**src/rtl/pmm_defs.svh**
```systemverilog
// Purpose: register offsets, bit positions and reset values of the power mode manager
// Assumes: AXI4-Lite register access, 32-bit data, one aligned word per register
// Notes:   definitions only
`ifndef PMM_DEFS_SVH
`define PMM_DEFS_SVH
`define PMM_CTRL_ADDR     4'h0
`define PMM_STAT_ADDR     4'h4
`define PMM_CLKCTL_ADDR   4'h8
`define PMM_ADDR_W        4
`define PMM_B_PSM         0
`define PMM_B_IDLE        1
`define PMM_B_HALT        2
`define PMM_B_WAITG       3
`define PMM_B_MOFF        4
`define PMM_B_POFF        5
`define PMM_B_LSM         6
`define PMM_B_LSP         7
`define PMM_B_SLOW_RDY    0
`define PMM_B_MAIN_RDY    1
`define PMM_B_PLL_RDY     2
`define PMM_B_PLL_PWD     0
`define PMM_CTRL_RST      8'h00
`define PMM_RESP_OKAY     2'h0
`define PMM_RESP_SLVERR   2'h2
`endif

```
**src/rtl/pmm_pkg.sv**
```systemverilog
// Purpose: types shared by the power mode manager
// Assumes: nothing beyond the defs header
// Notes:   mode state codes form a Gray sequence in declaration order
package pmm_pkg;
  typedef enum logic [2:0] {
    PMM_ACTIVE   = 3'h0,
    PMM_PSAVE    = 3'h1,
    PMM_IDLE     = 3'h3,
    PMM_HALT_STP = 3'h2,
    PMM_HALT     = 3'h6,
    PMM_WK_MAIN  = 3'h7,
    PMM_WK_PLL   = 3'h5
  } pmm_state_t;

  typedef struct packed {
    logic main_osc_en;
    logic pll_en;
    logic sys_clk_en;
    logic sys_on_slow;
  } pmm_clk_t;

  typedef struct packed {
    logic slow_osc_ready;
    logic main_osc_ready;
    logic pll_ready;
  } pmm_rdy_t;
endpackage

```
**src/rtl/pmm_power_mode_manager.sv**
```systemverilog
// Purpose: four-mode power manager (Active, Power Save, Idle, Halt) with AXI4-Lite registers
// Assumes: aclk is the always-on slow clock; oscillator flags and wake inputs are asynchronous
// Notes:
//
// The placing of the registers and the AXI4-Lite slave port are this design's own decisions.
`timescale 1ns/10ps
`include "pmm_defs.svh"
module pmm_power_mode_manager
  import pmm_pkg::*;
(
  input  wire logic       aclk,
  input  wire logic       aresetn,
  input  wire logic [3:0] s_axi_awaddr,
  input  wire logic       s_axi_awvalid,
  output logic            s_axi_awready,
  input  wire logic [31:0] s_axi_wdata,
  input  wire logic [3:0] s_axi_wstrb,
  input  wire logic       s_axi_wvalid,
  output logic            s_axi_wready,
  output logic [1:0]      s_axi_bresp,
  output logic            s_axi_bvalid,
  input  wire logic       s_axi_bready,
  input  wire logic [3:0] s_axi_araddr,
  input  wire logic       s_axi_arvalid,
  output logic            s_axi_arready,
  output logic [31:0]     s_axi_rdata,
  output logic [1:0]      s_axi_rresp,
  output logic            s_axi_rvalid,
  input  wire logic       s_axi_rready,
  input  wire logic       cpu_wait,
  input  wire logic       irq_ack,
  input  wire logic       nmi_wake,
  input  wire logic       wakeup_unit_wake,
  input  wire logic       link_sleeping,
  input  wire logic       slow_osc_stable,
  input  wire logic       main_osc_stable,
  input  wire logic       pll_stable,
  output logic            main_osc_en,
  output logic            pll_en,
  output logic            sys_clk_en,
  output logic            sys_on_slow,
  output logic            wake_pending
);
  pmm_state_t  state_q;
  logic [7:0]  ctrl_q;
  logic        pll_pwd_q;
  pmm_clk_t    clk_q;
  pmm_clk_t    clk_d;
  pmm_rdy_t    rdy_q;
  logic [5:0]  sync1_q;
  logic [5:0]  sync2_q;
  logic        wake_q;
  logic        wake_set;
  logic        waitp;
  logic [3:0]  aw_q;
  logic        awh_q;
  logic [7:0]  wd_q;
  logic        wstb_q;
  logic        wh_q;
  logic        wr_go;
  logic        wr_ctrl;
  logic        wr_clk;
  logic        pll_req;
  logic        imm_req_q;
  logic        exit_req_q;
  logic        wk_pll_q;

  // two-stage synchronisers; only stage two is read
  always_ff @(posedge aclk) begin
    if (!aresetn) begin
      sync1_q <= 6'h00;
      sync2_q <= 6'h00;
    end else begin
      sync1_q <= {cpu_wait, nmi_wake, wakeup_unit_wake,
                  slow_osc_stable, main_osc_stable, pll_stable};
      sync2_q <= sync1_q;
    end
  end

  assign waitp    = sync2_q[5];
  assign wake_set = sync2_q[4] | sync2_q[3];

  // pll counts as ready when it is not asked for, or once it is stable;
  // the next enable is included so a fresh request is not seen as ready
  assign pll_req = clk_q.pll_en | clk_d.pll_en;

  // status reflects the sources from reset on
  always_ff @(posedge aclk) begin
    if (!aresetn) begin
      rdy_q <= '0;
    end else begin
      rdy_q.slow_osc_ready <= sync2_q[2];
      rdy_q.main_osc_ready <= sync2_q[1] & clk_q.main_osc_en;
      rdy_q.pll_ready      <= ~pll_req | sync2_q[0];
    end
  end

  // registered status lags the pll enable; wake step waits one cycle for it
  always_ff @(posedge aclk) begin
    if (!aresetn) begin
      wk_pll_q <= 1'b0;
    end else begin
      wk_pll_q <= (state_q == PMM_WK_PLL);
    end
  end

  // wake latch: set wins over acknowledge
  always_ff @(posedge aclk) begin
    if (!aresetn) begin
      wake_q <= 1'b0;
    end else if (wake_set) begin
      wake_q <= 1'b1;
    end else if (irq_ack) begin
      wake_q <= 1'b0;
    end
  end

  // AXI write channel: address and data taken in either order
  assign wr_go   = awh_q & wh_q & ~s_axi_bvalid;
  assign wr_ctrl = wr_go & wstb_q & (aw_q == `PMM_CTRL_ADDR);
  assign wr_clk  = wr_go & wstb_q & (aw_q == `PMM_CLKCTL_ADDR);

  always_ff @(posedge aclk) begin
    if (!aresetn) begin
      awh_q <= 1'b0;
      aw_q  <= 4'h0;
    end else if (s_axi_awvalid & s_axi_awready) begin
      awh_q <= 1'b1;
      aw_q  <= s_axi_awaddr;
    end else if (wr_go) begin
      awh_q <= 1'b0;
    end
  end

  always_ff @(posedge aclk) begin
    if (!aresetn) begin
      wh_q   <= 1'b0;
      wd_q   <= 8'h00;
      wstb_q <= 1'b0;
    end else if (s_axi_wvalid & s_axi_wready) begin
      wh_q   <= 1'b1;
      wd_q   <= s_axi_wdata[7:0];
      wstb_q <= s_axi_wstrb[0];
    end else if (wr_go) begin
      wh_q <= 1'b0;
    end
  end

  always_ff @(posedge aclk) begin
    if (!aresetn) begin
      s_axi_awready <= 1'b0;
      s_axi_wready  <= 1'b0;
    end else begin
      s_axi_awready <= ~awh_q & ~(s_axi_awvalid & s_axi_awready) & ~s_axi_bvalid;
      s_axi_wready  <= ~wh_q & ~(s_axi_wvalid & s_axi_wready) & ~s_axi_bvalid;
    end
  end

  always_ff @(posedge aclk) begin
    if (!aresetn) begin
      s_axi_bvalid <= 1'b0;
      s_axi_bresp  <= `PMM_RESP_OKAY;
    end else if (wr_go) begin
      s_axi_bvalid <= 1'b1;
      s_axi_bresp  <= (aw_q == `PMM_CTRL_ADDR || aw_q == `PMM_CLKCTL_ADDR ||
                       aw_q == `PMM_STAT_ADDR) ? `PMM_RESP_OKAY : `PMM_RESP_SLVERR;
    end else if (s_axi_bready) begin
      s_axi_bvalid <= 1'b0;
    end
  end

  always_ff @(posedge aclk) begin
    if (!aresetn) begin
      pll_pwd_q <= 1'b0;
    end else if (wr_clk) begin
      pll_pwd_q <= wd_q[`PMM_B_PLL_PWD];
    end
  end

  // AXI read channel: one read at a time, answered the cycle after it is taken
  always_ff @(posedge aclk) begin
    if (!aresetn) begin
      s_axi_arready <= 1'b0;
      s_axi_rvalid  <= 1'b0;
      s_axi_rdata   <= 32'h00000000;
      s_axi_rresp   <= `PMM_RESP_OKAY;
    end else begin
      s_axi_arready <= ~s_axi_rvalid & ~(s_axi_arvalid & s_axi_arready);
      if (s_axi_arvalid & s_axi_arready) begin
        s_axi_rvalid <= 1'b1;
        s_axi_rresp  <= `PMM_RESP_OKAY;
        unique case (s_axi_araddr)
          `PMM_CTRL_ADDR:   s_axi_rdata <= {24'h000000, ctrl_q};
          `PMM_STAT_ADDR:   s_axi_rdata <= {29'h00000000, rdy_q.pll_ready,
                                            rdy_q.main_osc_ready,
                                            rdy_q.slow_osc_ready};
          `PMM_CLKCTL_ADDR: s_axi_rdata <= {31'h00000000, pll_pwd_q};
          default: begin
            s_axi_rdata <= 32'h00000000;
            s_axi_rresp <= `PMM_RESP_SLVERR;
          end
        endcase
      end else if (s_axi_rready) begin
        s_axi_rvalid <= 1'b0;
      end
    end
  end

  // mode state machine and control register share one process:
  // hardware clears and software writes both land here
  always_ff @(posedge aclk) begin
    if (!aresetn) begin
      state_q    <= PMM_ACTIVE;
      ctrl_q     <= `PMM_CTRL_RST;
      imm_req_q  <= 1'b0;
      exit_req_q <= 1'b0;
    end else begin
      if (state_q != PMM_PSAVE)
        exit_req_q <= 1'b0;
      if (wr_ctrl) begin
        ctrl_q[`PMM_B_IDLE]  <= wd_q[`PMM_B_IDLE];
        ctrl_q[`PMM_B_HALT]  <= wd_q[`PMM_B_HALT];
        ctrl_q[`PMM_B_WAITG] <= wd_q[`PMM_B_WAITG];
        ctrl_q[`PMM_B_MOFF]  <= wd_q[`PMM_B_MOFF];
        ctrl_q[`PMM_B_POFF]  <= wd_q[`PMM_B_POFF];
        ctrl_q[`PMM_B_LSM]   <= wd_q[`PMM_B_LSM];
        ctrl_q[`PMM_B_LSP]   <= wd_q[`PMM_B_LSP];
        // the written gate bit decides; a write replaces any untaken request
        if (state_q == PMM_ACTIVE) begin
          ctrl_q[`PMM_B_PSM] <= wd_q[`PMM_B_PSM] & wd_q[`PMM_B_WAITG];
          imm_req_q          <= wd_q[`PMM_B_PSM] & ~wd_q[`PMM_B_WAITG];
        end
        if (state_q == PMM_PSAVE)
          exit_req_q <= ~wd_q[`PMM_B_PSM];
      end
      unique case (state_q)
        PMM_ACTIVE: begin
          if (rdy_q.slow_osc_ready) begin
            if (ctrl_q[`PMM_B_WAITG] & waitp) begin
              if (ctrl_q[`PMM_B_HALT])
                state_q <= PMM_HALT_STP;
              else if (ctrl_q[`PMM_B_IDLE])
                state_q <= PMM_IDLE;
              else if (ctrl_q[`PMM_B_PSM])
                state_q <= PMM_PSAVE;
            end else if (imm_req_q) begin
              state_q            <= PMM_PSAVE;
              ctrl_q[`PMM_B_PSM] <= 1'b1;
              imm_req_q          <= 1'b0;
            end
          end
        end
        PMM_PSAVE: begin
          if (wake_q) begin
            state_q <= PMM_WK_MAIN;
          end else if (ctrl_q[`PMM_B_WAITG] & waitp & ctrl_q[`PMM_B_HALT]) begin
            state_q <= PMM_HALT_STP;
          end else if (ctrl_q[`PMM_B_WAITG] & waitp & ctrl_q[`PMM_B_IDLE]) begin
            state_q <= PMM_IDLE;
          end else if (exit_req_q & rdy_q.main_osc_ready &
                       rdy_q.pll_ready) begin
            // bit keeps reading one until active is reached
            state_q            <= PMM_ACTIVE;
            ctrl_q[`PMM_B_PSM] <= 1'b0;
            ctrl_q[`PMM_B_LSM] <= 1'b0;
            ctrl_q[`PMM_B_LSP] <= 1'b0;
          end
        end
        PMM_IDLE: begin
          if (wake_q)
            state_q <= PMM_WK_MAIN;
        end
        PMM_HALT_STP: begin
          // system clock is stopped from this step while oscillators stay on; they go next
          state_q <= PMM_HALT;
        end
        PMM_HALT: begin
          if (wake_q)
            state_q <= PMM_WK_MAIN;
        end
        PMM_WK_MAIN: begin
          ctrl_q[`PMM_B_MOFF] <= 1'b0;
          if (rdy_q.main_osc_ready) begin
            state_q             <= PMM_WK_PLL;
            ctrl_q[`PMM_B_HALT] <= 1'b0;
            ctrl_q[`PMM_B_POFF] <= 1'b0;
          end
        end
        PMM_WK_PLL: begin
          if (wk_pll_q & rdy_q.pll_ready) begin
            state_q <= PMM_ACTIVE;
            ctrl_q[`PMM_B_PSM]  <= 1'b0;
            ctrl_q[`PMM_B_IDLE] <= 1'b0;
            ctrl_q[`PMM_B_HALT] <= 1'b0;
            ctrl_q[`PMM_B_LSM]  <= 1'b0;
            ctrl_q[`PMM_B_LSP]  <= 1'b0;
          end
        end
        default: state_q <= PMM_ACTIVE;
      endcase
    end
  end

  // clock gating follows the mode; in active/halt the off bits do nothing
  always_comb begin
    clk_d = '0;
    unique case (state_q)
      PMM_ACTIVE: begin
        clk_d.main_osc_en = 1'b1;
        clk_d.pll_en      = ~pll_pwd_q;
        clk_d.sys_clk_en  = 1'b1;
      end
      PMM_PSAVE, PMM_IDLE: begin
        clk_d.main_osc_en = ~ctrl_q[`PMM_B_MOFF] &
                            ~(ctrl_q[`PMM_B_LSM] & link_sleeping);
        clk_d.pll_en      = ~ctrl_q[`PMM_B_POFF] & ~pll_pwd_q &
                            ~(ctrl_q[`PMM_B_LSP] & link_sleeping);
        clk_d.sys_clk_en  = (state_q == PMM_PSAVE);
        clk_d.sys_on_slow = 1'b1;
      end
      PMM_HALT_STP: begin
        clk_d.main_osc_en = 1'b1;
        clk_d.pll_en      = ~pll_pwd_q;
      end
      PMM_HALT: begin
        clk_d = '0;
      end
      PMM_WK_MAIN: begin
        clk_d.main_osc_en = 1'b1;
        clk_d.sys_on_slow = 1'b1;
      end
      PMM_WK_PLL: begin
        clk_d.main_osc_en = 1'b1;
        clk_d.pll_en      = ~pll_pwd_q;
        clk_d.sys_on_slow = 1'b1;
      end
      default: clk_d = '0;
    endcase
  end

  always_ff @(posedge aclk) begin
    if (!aresetn) begin
      clk_q <= '{main_osc_en: 1'b1, pll_en: 1'b1, sys_clk_en: 1'b1, sys_on_slow: 1'b0};
    end else begin
      clk_q <= clk_d;
    end
  end

  assign main_osc_en  = clk_q.main_osc_en;
  assign pll_en       = clk_q.pll_en;
  assign sys_clk_en   = clk_q.sys_clk_en;
  assign sys_on_slow  = clk_q.sys_on_slow;
  assign wake_pending = wake_q;
endmodule

```
**config.mk**
```make
export PLATFORM = sky130hd
export DESIGN_NAME = pmm_power_mode_manager
export DESIGN_NICKNAME = d
export VERILOG_FILES = /design/src/rtl/pmm_pkg.sv /design/src/rtl/pmm_power_mode_manager.sv
export VERILOG_INCLUDE_DIRS = /design/src /design/src/rtl
export SDC_FILE = /design/constraint.sdc
export NUM_CORES = 1
export LEC_CHECK = 0
export CORE_UTILIZATION = 50
export CTS_CLUSTER_SIZE = 20
export DETAILED_ROUTE_END_ITERATION = 10
export DONT_BUFFER_PORTS = 1
export PLACE_DENSITY = 0.73
export SLEW_MARGIN = 15
export SYNTH_ARGS = -nofsm -noshare
export SYNTH_HDL_FRONTEND = slang
export SYNTH_SLANG_ARGS = --single-unit
```
**constraint.sdc**
```tcl
create_clock -name aclk -period 2 [get_ports aclk]
set_input_delay 0.2 -clock aclk [delete_from_list [all_inputs] [get_ports aclk]]
set_output_delay 0.2 -clock aclk [all_outputs]
set_load 0.05 [all_outputs]
```
After elaboration in Yosys (flattened, before gate mapping). Index checks and enable logic that the tools add are counted.

Flip-flop bits (word level): 91. Bits in latches: 0. RAM bits: 0. Memories: 0. Word-level logic and storage cells: 174. ROM bits: 0.

Add/subtract/negate cells: 0. Shift-type cells: 0. Equal/unequal tests: 18. Reductions and logical operators: 18. Multipliers: 0. Div/mod/pow operators: 0. Muxes and demuxes: 61. Magnitude comparators: 0. Bitwise operators: 46.

Operator list (count): $mux 3 (14); $mux 1 (30); $and 1x1->1 (27); $pmux 8 s3 (1); $pmux 3 s6 (1); $mux 2 (8); $not 1->1 (16); $reduce_bool 2->1 (5); $eq 3x3->1 const B (3); $eq 4x3->1 const B (2); $eq 4x4->1 const B (2); $logic_not 4->1 (2); $mux 8 (1); $pmux 1 s2 (4); $reduce_or 4->1 (2); $reduce_and 7->1 (1); $eq 3x2->1 const B (2); $reduce_or 2->1 (3); $reduce_or 3->1 (2); $ne 5x2->1 const B (1); $ne 5x5->1 const B (1); $ne 2x1->1 const B (2); $ne 2x2->1 const B (2); $pmux 2 s2 (1); other kinds (7) (10).

Depth between registers and ports, before layout.
Depth after elaboration: 10. Mapped depth: 7. Depth with buffers taken out: 6.

Worst setup path after synthesis. Ideal clock, no wire load.

Path kind: register to register. From: register s_axi_bvalid. To: register ctrl_q[2]. Cell stages (with the launch flop): 5. Buffers on the path: 0. Library setup time: 0.116 ns. Arrival: 1.552 ns. Slack: 0.332 ns. Data required time: 1.884 ns. Clock period less this slack: 1.668 ns. Path through: dfxtp_1 -> nand3b_1 -> nor3_4 -> mux2_2 -> and3_1.

Longest elaborated chain between the ends: 7.

Ends and longest elaborated chain: from (decl) (RTL line pmm_power_mode_manager.sv:21) `output logic s_axi_bvalid,`; from (signal assigned) (RTL line pmm_power_mode_manager.sv:161) `s_axi_bvalid <= 1'b0;`; from (signal assigned) (RTL line pmm_power_mode_manager.sv:164) `s_axi_bvalid <= 1'b1;`; from (signal assigned) (RTL line pmm_power_mode_manager.sv:168) `s_axi_bvalid <= 1'b0;`; $not 1->1 * (RTL line pmm_power_mode_manager.sv:119) `assign wr_go = awh_q & wh_q & ~s_axi_bvalid;`; $and 1x1->1 * (RTL line pmm_power_mode_manager.sv:119); $and 1x1->1 * (2 in series) (RTL line pmm_power_mode_manager.sv:120) `` assign wr_ctrl = wr_go & wstb_q & (aw_q == `PMM_CTRL_ADDR); ``; $mux 8 * (RTL line pmm_power_mode_manager.sv:220) `if (wr_ctrl) begin`; $mux 3 / $mux 1 (equally long branches) (RTL line pmm_power_mode_manager.sv:290, pmm_power_mode_manager.sv:283); $pmux 1 s2 * (RTL line pmm_power_mode_manager.sv:236) `unique case (state_q)`; to (signal, indexed assignment) (RTL line pmm_power_mode_manager.sv:221) `` ctrl_q[`PMM_B_IDLE] <= wd_q[`PMM_B_IDLE]; ``; to (signal, indexed assignment) (RTL line pmm_power_mode_manager.sv:222) `` ctrl_q[`PMM_B_HALT] <= wd_q[`PMM_B_HALT]; ``; to (signal, indexed assignment) (RTL line pmm_power_mode_manager.sv:223) `` ctrl_q[`PMM_B_WAITG] <= wd_q[`PMM_B_WAITG]; ``; to (decl) (RTL line pmm_power_mode_manager.sv:45) `logic [7:0] ctrl_q;`.

Mark *: on every way between the ends. The rest lies on a longest branch, timed or not. A chain may end at the register's enable or synchronous reset.

Worst setup path after layout.
From: register s_axi_wready. To: register wd_q[7].

Longest elaborated chain between the ends: 1.

Ends and longest elaborated chain: from (decl) (RTL line pmm_power_mode_manager.sv:19) `output logic s_axi_wready,`; from (signal assigned) (RTL line pmm_power_mode_manager.sv:155) `s_axi_wready <= ~wh_q & ~(s_axi_wvalid & s_axi_wready) & ~s_axi_bvalid;`; $and 1x1->1 (RTL line pmm_power_mode_manager.sv:140) `end else if (s_axi_wvalid & s_axi_wready) begin`; to (signal assigned) (RTL line pmm_power_mode_manager.sv:142) `wd_q <= s_axi_wdata[7:0];`; to (decl) (RTL line pmm_power_mode_manager.sv:57) `logic [7:0] wd_q;`.

No other way between the ends.

==> impl_metrics.ini <==
[cts]
cts_max_level = 3
numClockSinks = 65
cts_resized = 0
cts_tree = yes
clkTransAtPathRegs_ns = 0.07
cts_setup_buffers = 0
cts_root_buf = clkbuf_8
cts_buffer_depth = 2
cts_hold_buf = 17
worstSkewPairLatency_ns = 0.34
cts-buffers-inserted = 9

[timing]
setup_violations = 0
fin_skew_ns = 0.00847
worst_pin_slew_ns = 0.758
relSlewSlack_pct = 49.3
tns_ns = 0
fmax_mhz = 554
min_period_ns = 1.81
drv_slew = 0
rsz0062_at_grt = false
hold_violations = 0
period_share_pct = 90.3

[global_routing]
antenna_found_initial = 0
grt_max_degree = 35
grt_overflow = 0
grt_pass1_wl_mm = 8.67
grt_usage_pct = 19.4
grt_pass1_vias = 1892

[worst_setup_path]
cp.required_ns = 2.28
rr_worst_depth = 5
path_class = register to register
end_kind = register
critPathLaunchType = register
cp_max_fo = 11
cp.arrival_ns = 2.09

[yosys]
async_flop_share_pct = 0
synth_top_area_share_pct = 46.5
syn_area_um2 = 2800
syn_inst = 308
seq_area_frac_synth_pct = 46.5
avgSynthCellArea_um2 = 9.09
yosys-top-cells-area = dfxtp_1 46%, buf_4 7.0%, nand2_1 5.9%
synthDistinctLibCells = 47
yosysWarnings = 0
synth_top_area_cell = dfxtp_1
synth_edf_count = 0
synth-seq-cells = 65
synthFlopType = dfxtp_1

[hold_path]
holdPathStages = 2
min_path_type = input port to register

[floorplan]
core_um2 = 5240
num_io_pins = 105
start_util_pct = 53.5
fp.dieW_um = 76.8
rows = 26
die_area_um2 = 5900
die_y_um = 76.8

[pwr]
pwr-share-seq_pct = 48.5
swShare_pct = 24.4
p_sw_mw = 0.690
fin_total_pwr_mw = 2.83
powerDensity_nw_per_um2 = 891
power_frac_comb_pct = 9.4
pwr-share-clk_pct = 42.1
peakVddDrop_mv = 0.560
p_int_mw = 2.14
leakagePower_nw = 1.20

[placed_design]
portBuffers = 0
gp_congestion = 0.857
hpwl_mm = 3.55

[layout]
syn_to_final_growth_pct = 13.2
layout_commonest_cell = dfxtp_1
drive_above_1_share_pct = 7.51
diodes = 0
num-nets-final = 391
layout_common_cells = 65 x dfxtp_1, 44 x nand2_1, 26 x conb_1

[route]
first_iter_violations = 120
drt_first_pass_iters = 4
routed_wirelength_mm = 5.42
vias = 2076
wl_per_cell_um = 13.4
drcViolationCount = 0
viasPerCell = 5.15
ant_nets = 0

[flow_run]
cap_violations = 0

[outcome]
status = finished clean
[logic make-up after synthesis]
| family | synth area share [%] |
|---|---|
| AND/OR/NAND/NOR | 22.2 |
| other | 0.134 |
| AO/OA/AOI/OAI | 13.7 |
| adder cells (fa/ha/maj) | 1.34 |
| multiplexers | 5.05 |
| buffers and inverters | 10.8 |
| flip-flops | 46.5 |
| XOR/XNOR | 0.313 |
[worst max-delay path, cell delays in order (launching register included)]
cell and delay, ns:
dfxtp_1 0.31, buf_4 0.20, and2_1 0.41, nand2_1 0.09
a21boi_0 0.16, dlygate4sd3_1 0.57
[metal layers]
| layer | share of wire (%) | vias to the layer above | global-route usage, % |
|---|---|---|---|
| met2 | 46 | 81 | 29.5 |
| met5 | 0 | - | 0 |
| li1 | - | 1042 | - |
| met4 | 1.5 | 0 | 10.8 |
| met3 | 7.2 | 6 | 7.02 |
| met1 | 46 | 947 | 23.7 |
[metrics by stage]
step	instances	hold slack, ns	cell area (µm²)	setup WS, ns	utilization (%)
2_1_floorplan	333	0.327	2890	0.332	-
4_1_cts	401	0.000465	3150	0.236	60.2
6_report	403	0.00830	3170	0.195	60.5
3_5_place_dp	369	0.295	2770	0.334	52.9
3_3_place_gp	369	0.294	2770	0.358	52.9
5_1_grt	403	-0.00216	3170	0.0917	60.5
[cell type report]
type	count	area (µm²)
Clock buffer	12	145
Inverter	10	37.5
Fill cell	477	2070
Sequential cell	65	1300
Multi-Input combinational cell	217	1290
Tap cell	70	87.6
Timing Repair Buffer	26	243
Clock inverter	3	65.1
[state kept, by name, summed over array words and instances, names as in the netlist, 3 cells and up]
| name | cells |
|---|---|
| wd_q | 8 |
| rdy_q | 3 |
| state_q | 3 |
| sync1_q | 6 |
| ctrl_q | 8 |
| sync2_q | 6 |
| aw_q | 4 |
| s_axi_rdata | 8 |
[worst paths after layout]
check,from,endpoint,slack (ns)
setup / recovery,s_axi_wready$_SDFF_PN0_,wd_q[7]$_SDFFE_PN0P_,0.19
hold / removal,aresetn,imm_req_q$_SDFF_PN0_,0.008
setup reg to reg,s_axi_wready$_SDFF_PN0_,wd_q[7]$_SDFFE_PN0P_,0.19
hold reg to reg,sync1_q[4]$_SDFF_PN0_,sync2_q[4]$_SDFF_PN0_,0.43
[synth_stat cells (all sizes together), types with 2 or more instances]
cell type  count
o21ai         11
nand4          3
nor2b          8
inv           10
a21boi        16
buf           31
nand4b         2
mux2i         13
nor3           7
and2          15
nand2         44
nand2b         4
dfxtp         65
nand3b         2
clkbuf        10
and3           4
ha             3
a22o           5
or3            2
nand3          8
nor3b          3
nor2          14
a21oi          4
a221oi         2
a31oi          4
[power by group through the flow]
stage / Clock (mW) / Sequential (mW) / Combinational, mW
final: 1.19 / 1.37 / 0.267
after global routing: 1.28 / 1.37 / 0.286
after CTS: 1.21 / 1.37 / 0.261
after detailed placement: 0 / 1.40 / 0.227
after global placement: 0 / 1.40 / 0.224
after floorplan: 0 / 1.42 / 0.227
Note: power is estimated with default switching activity, not from simulation.
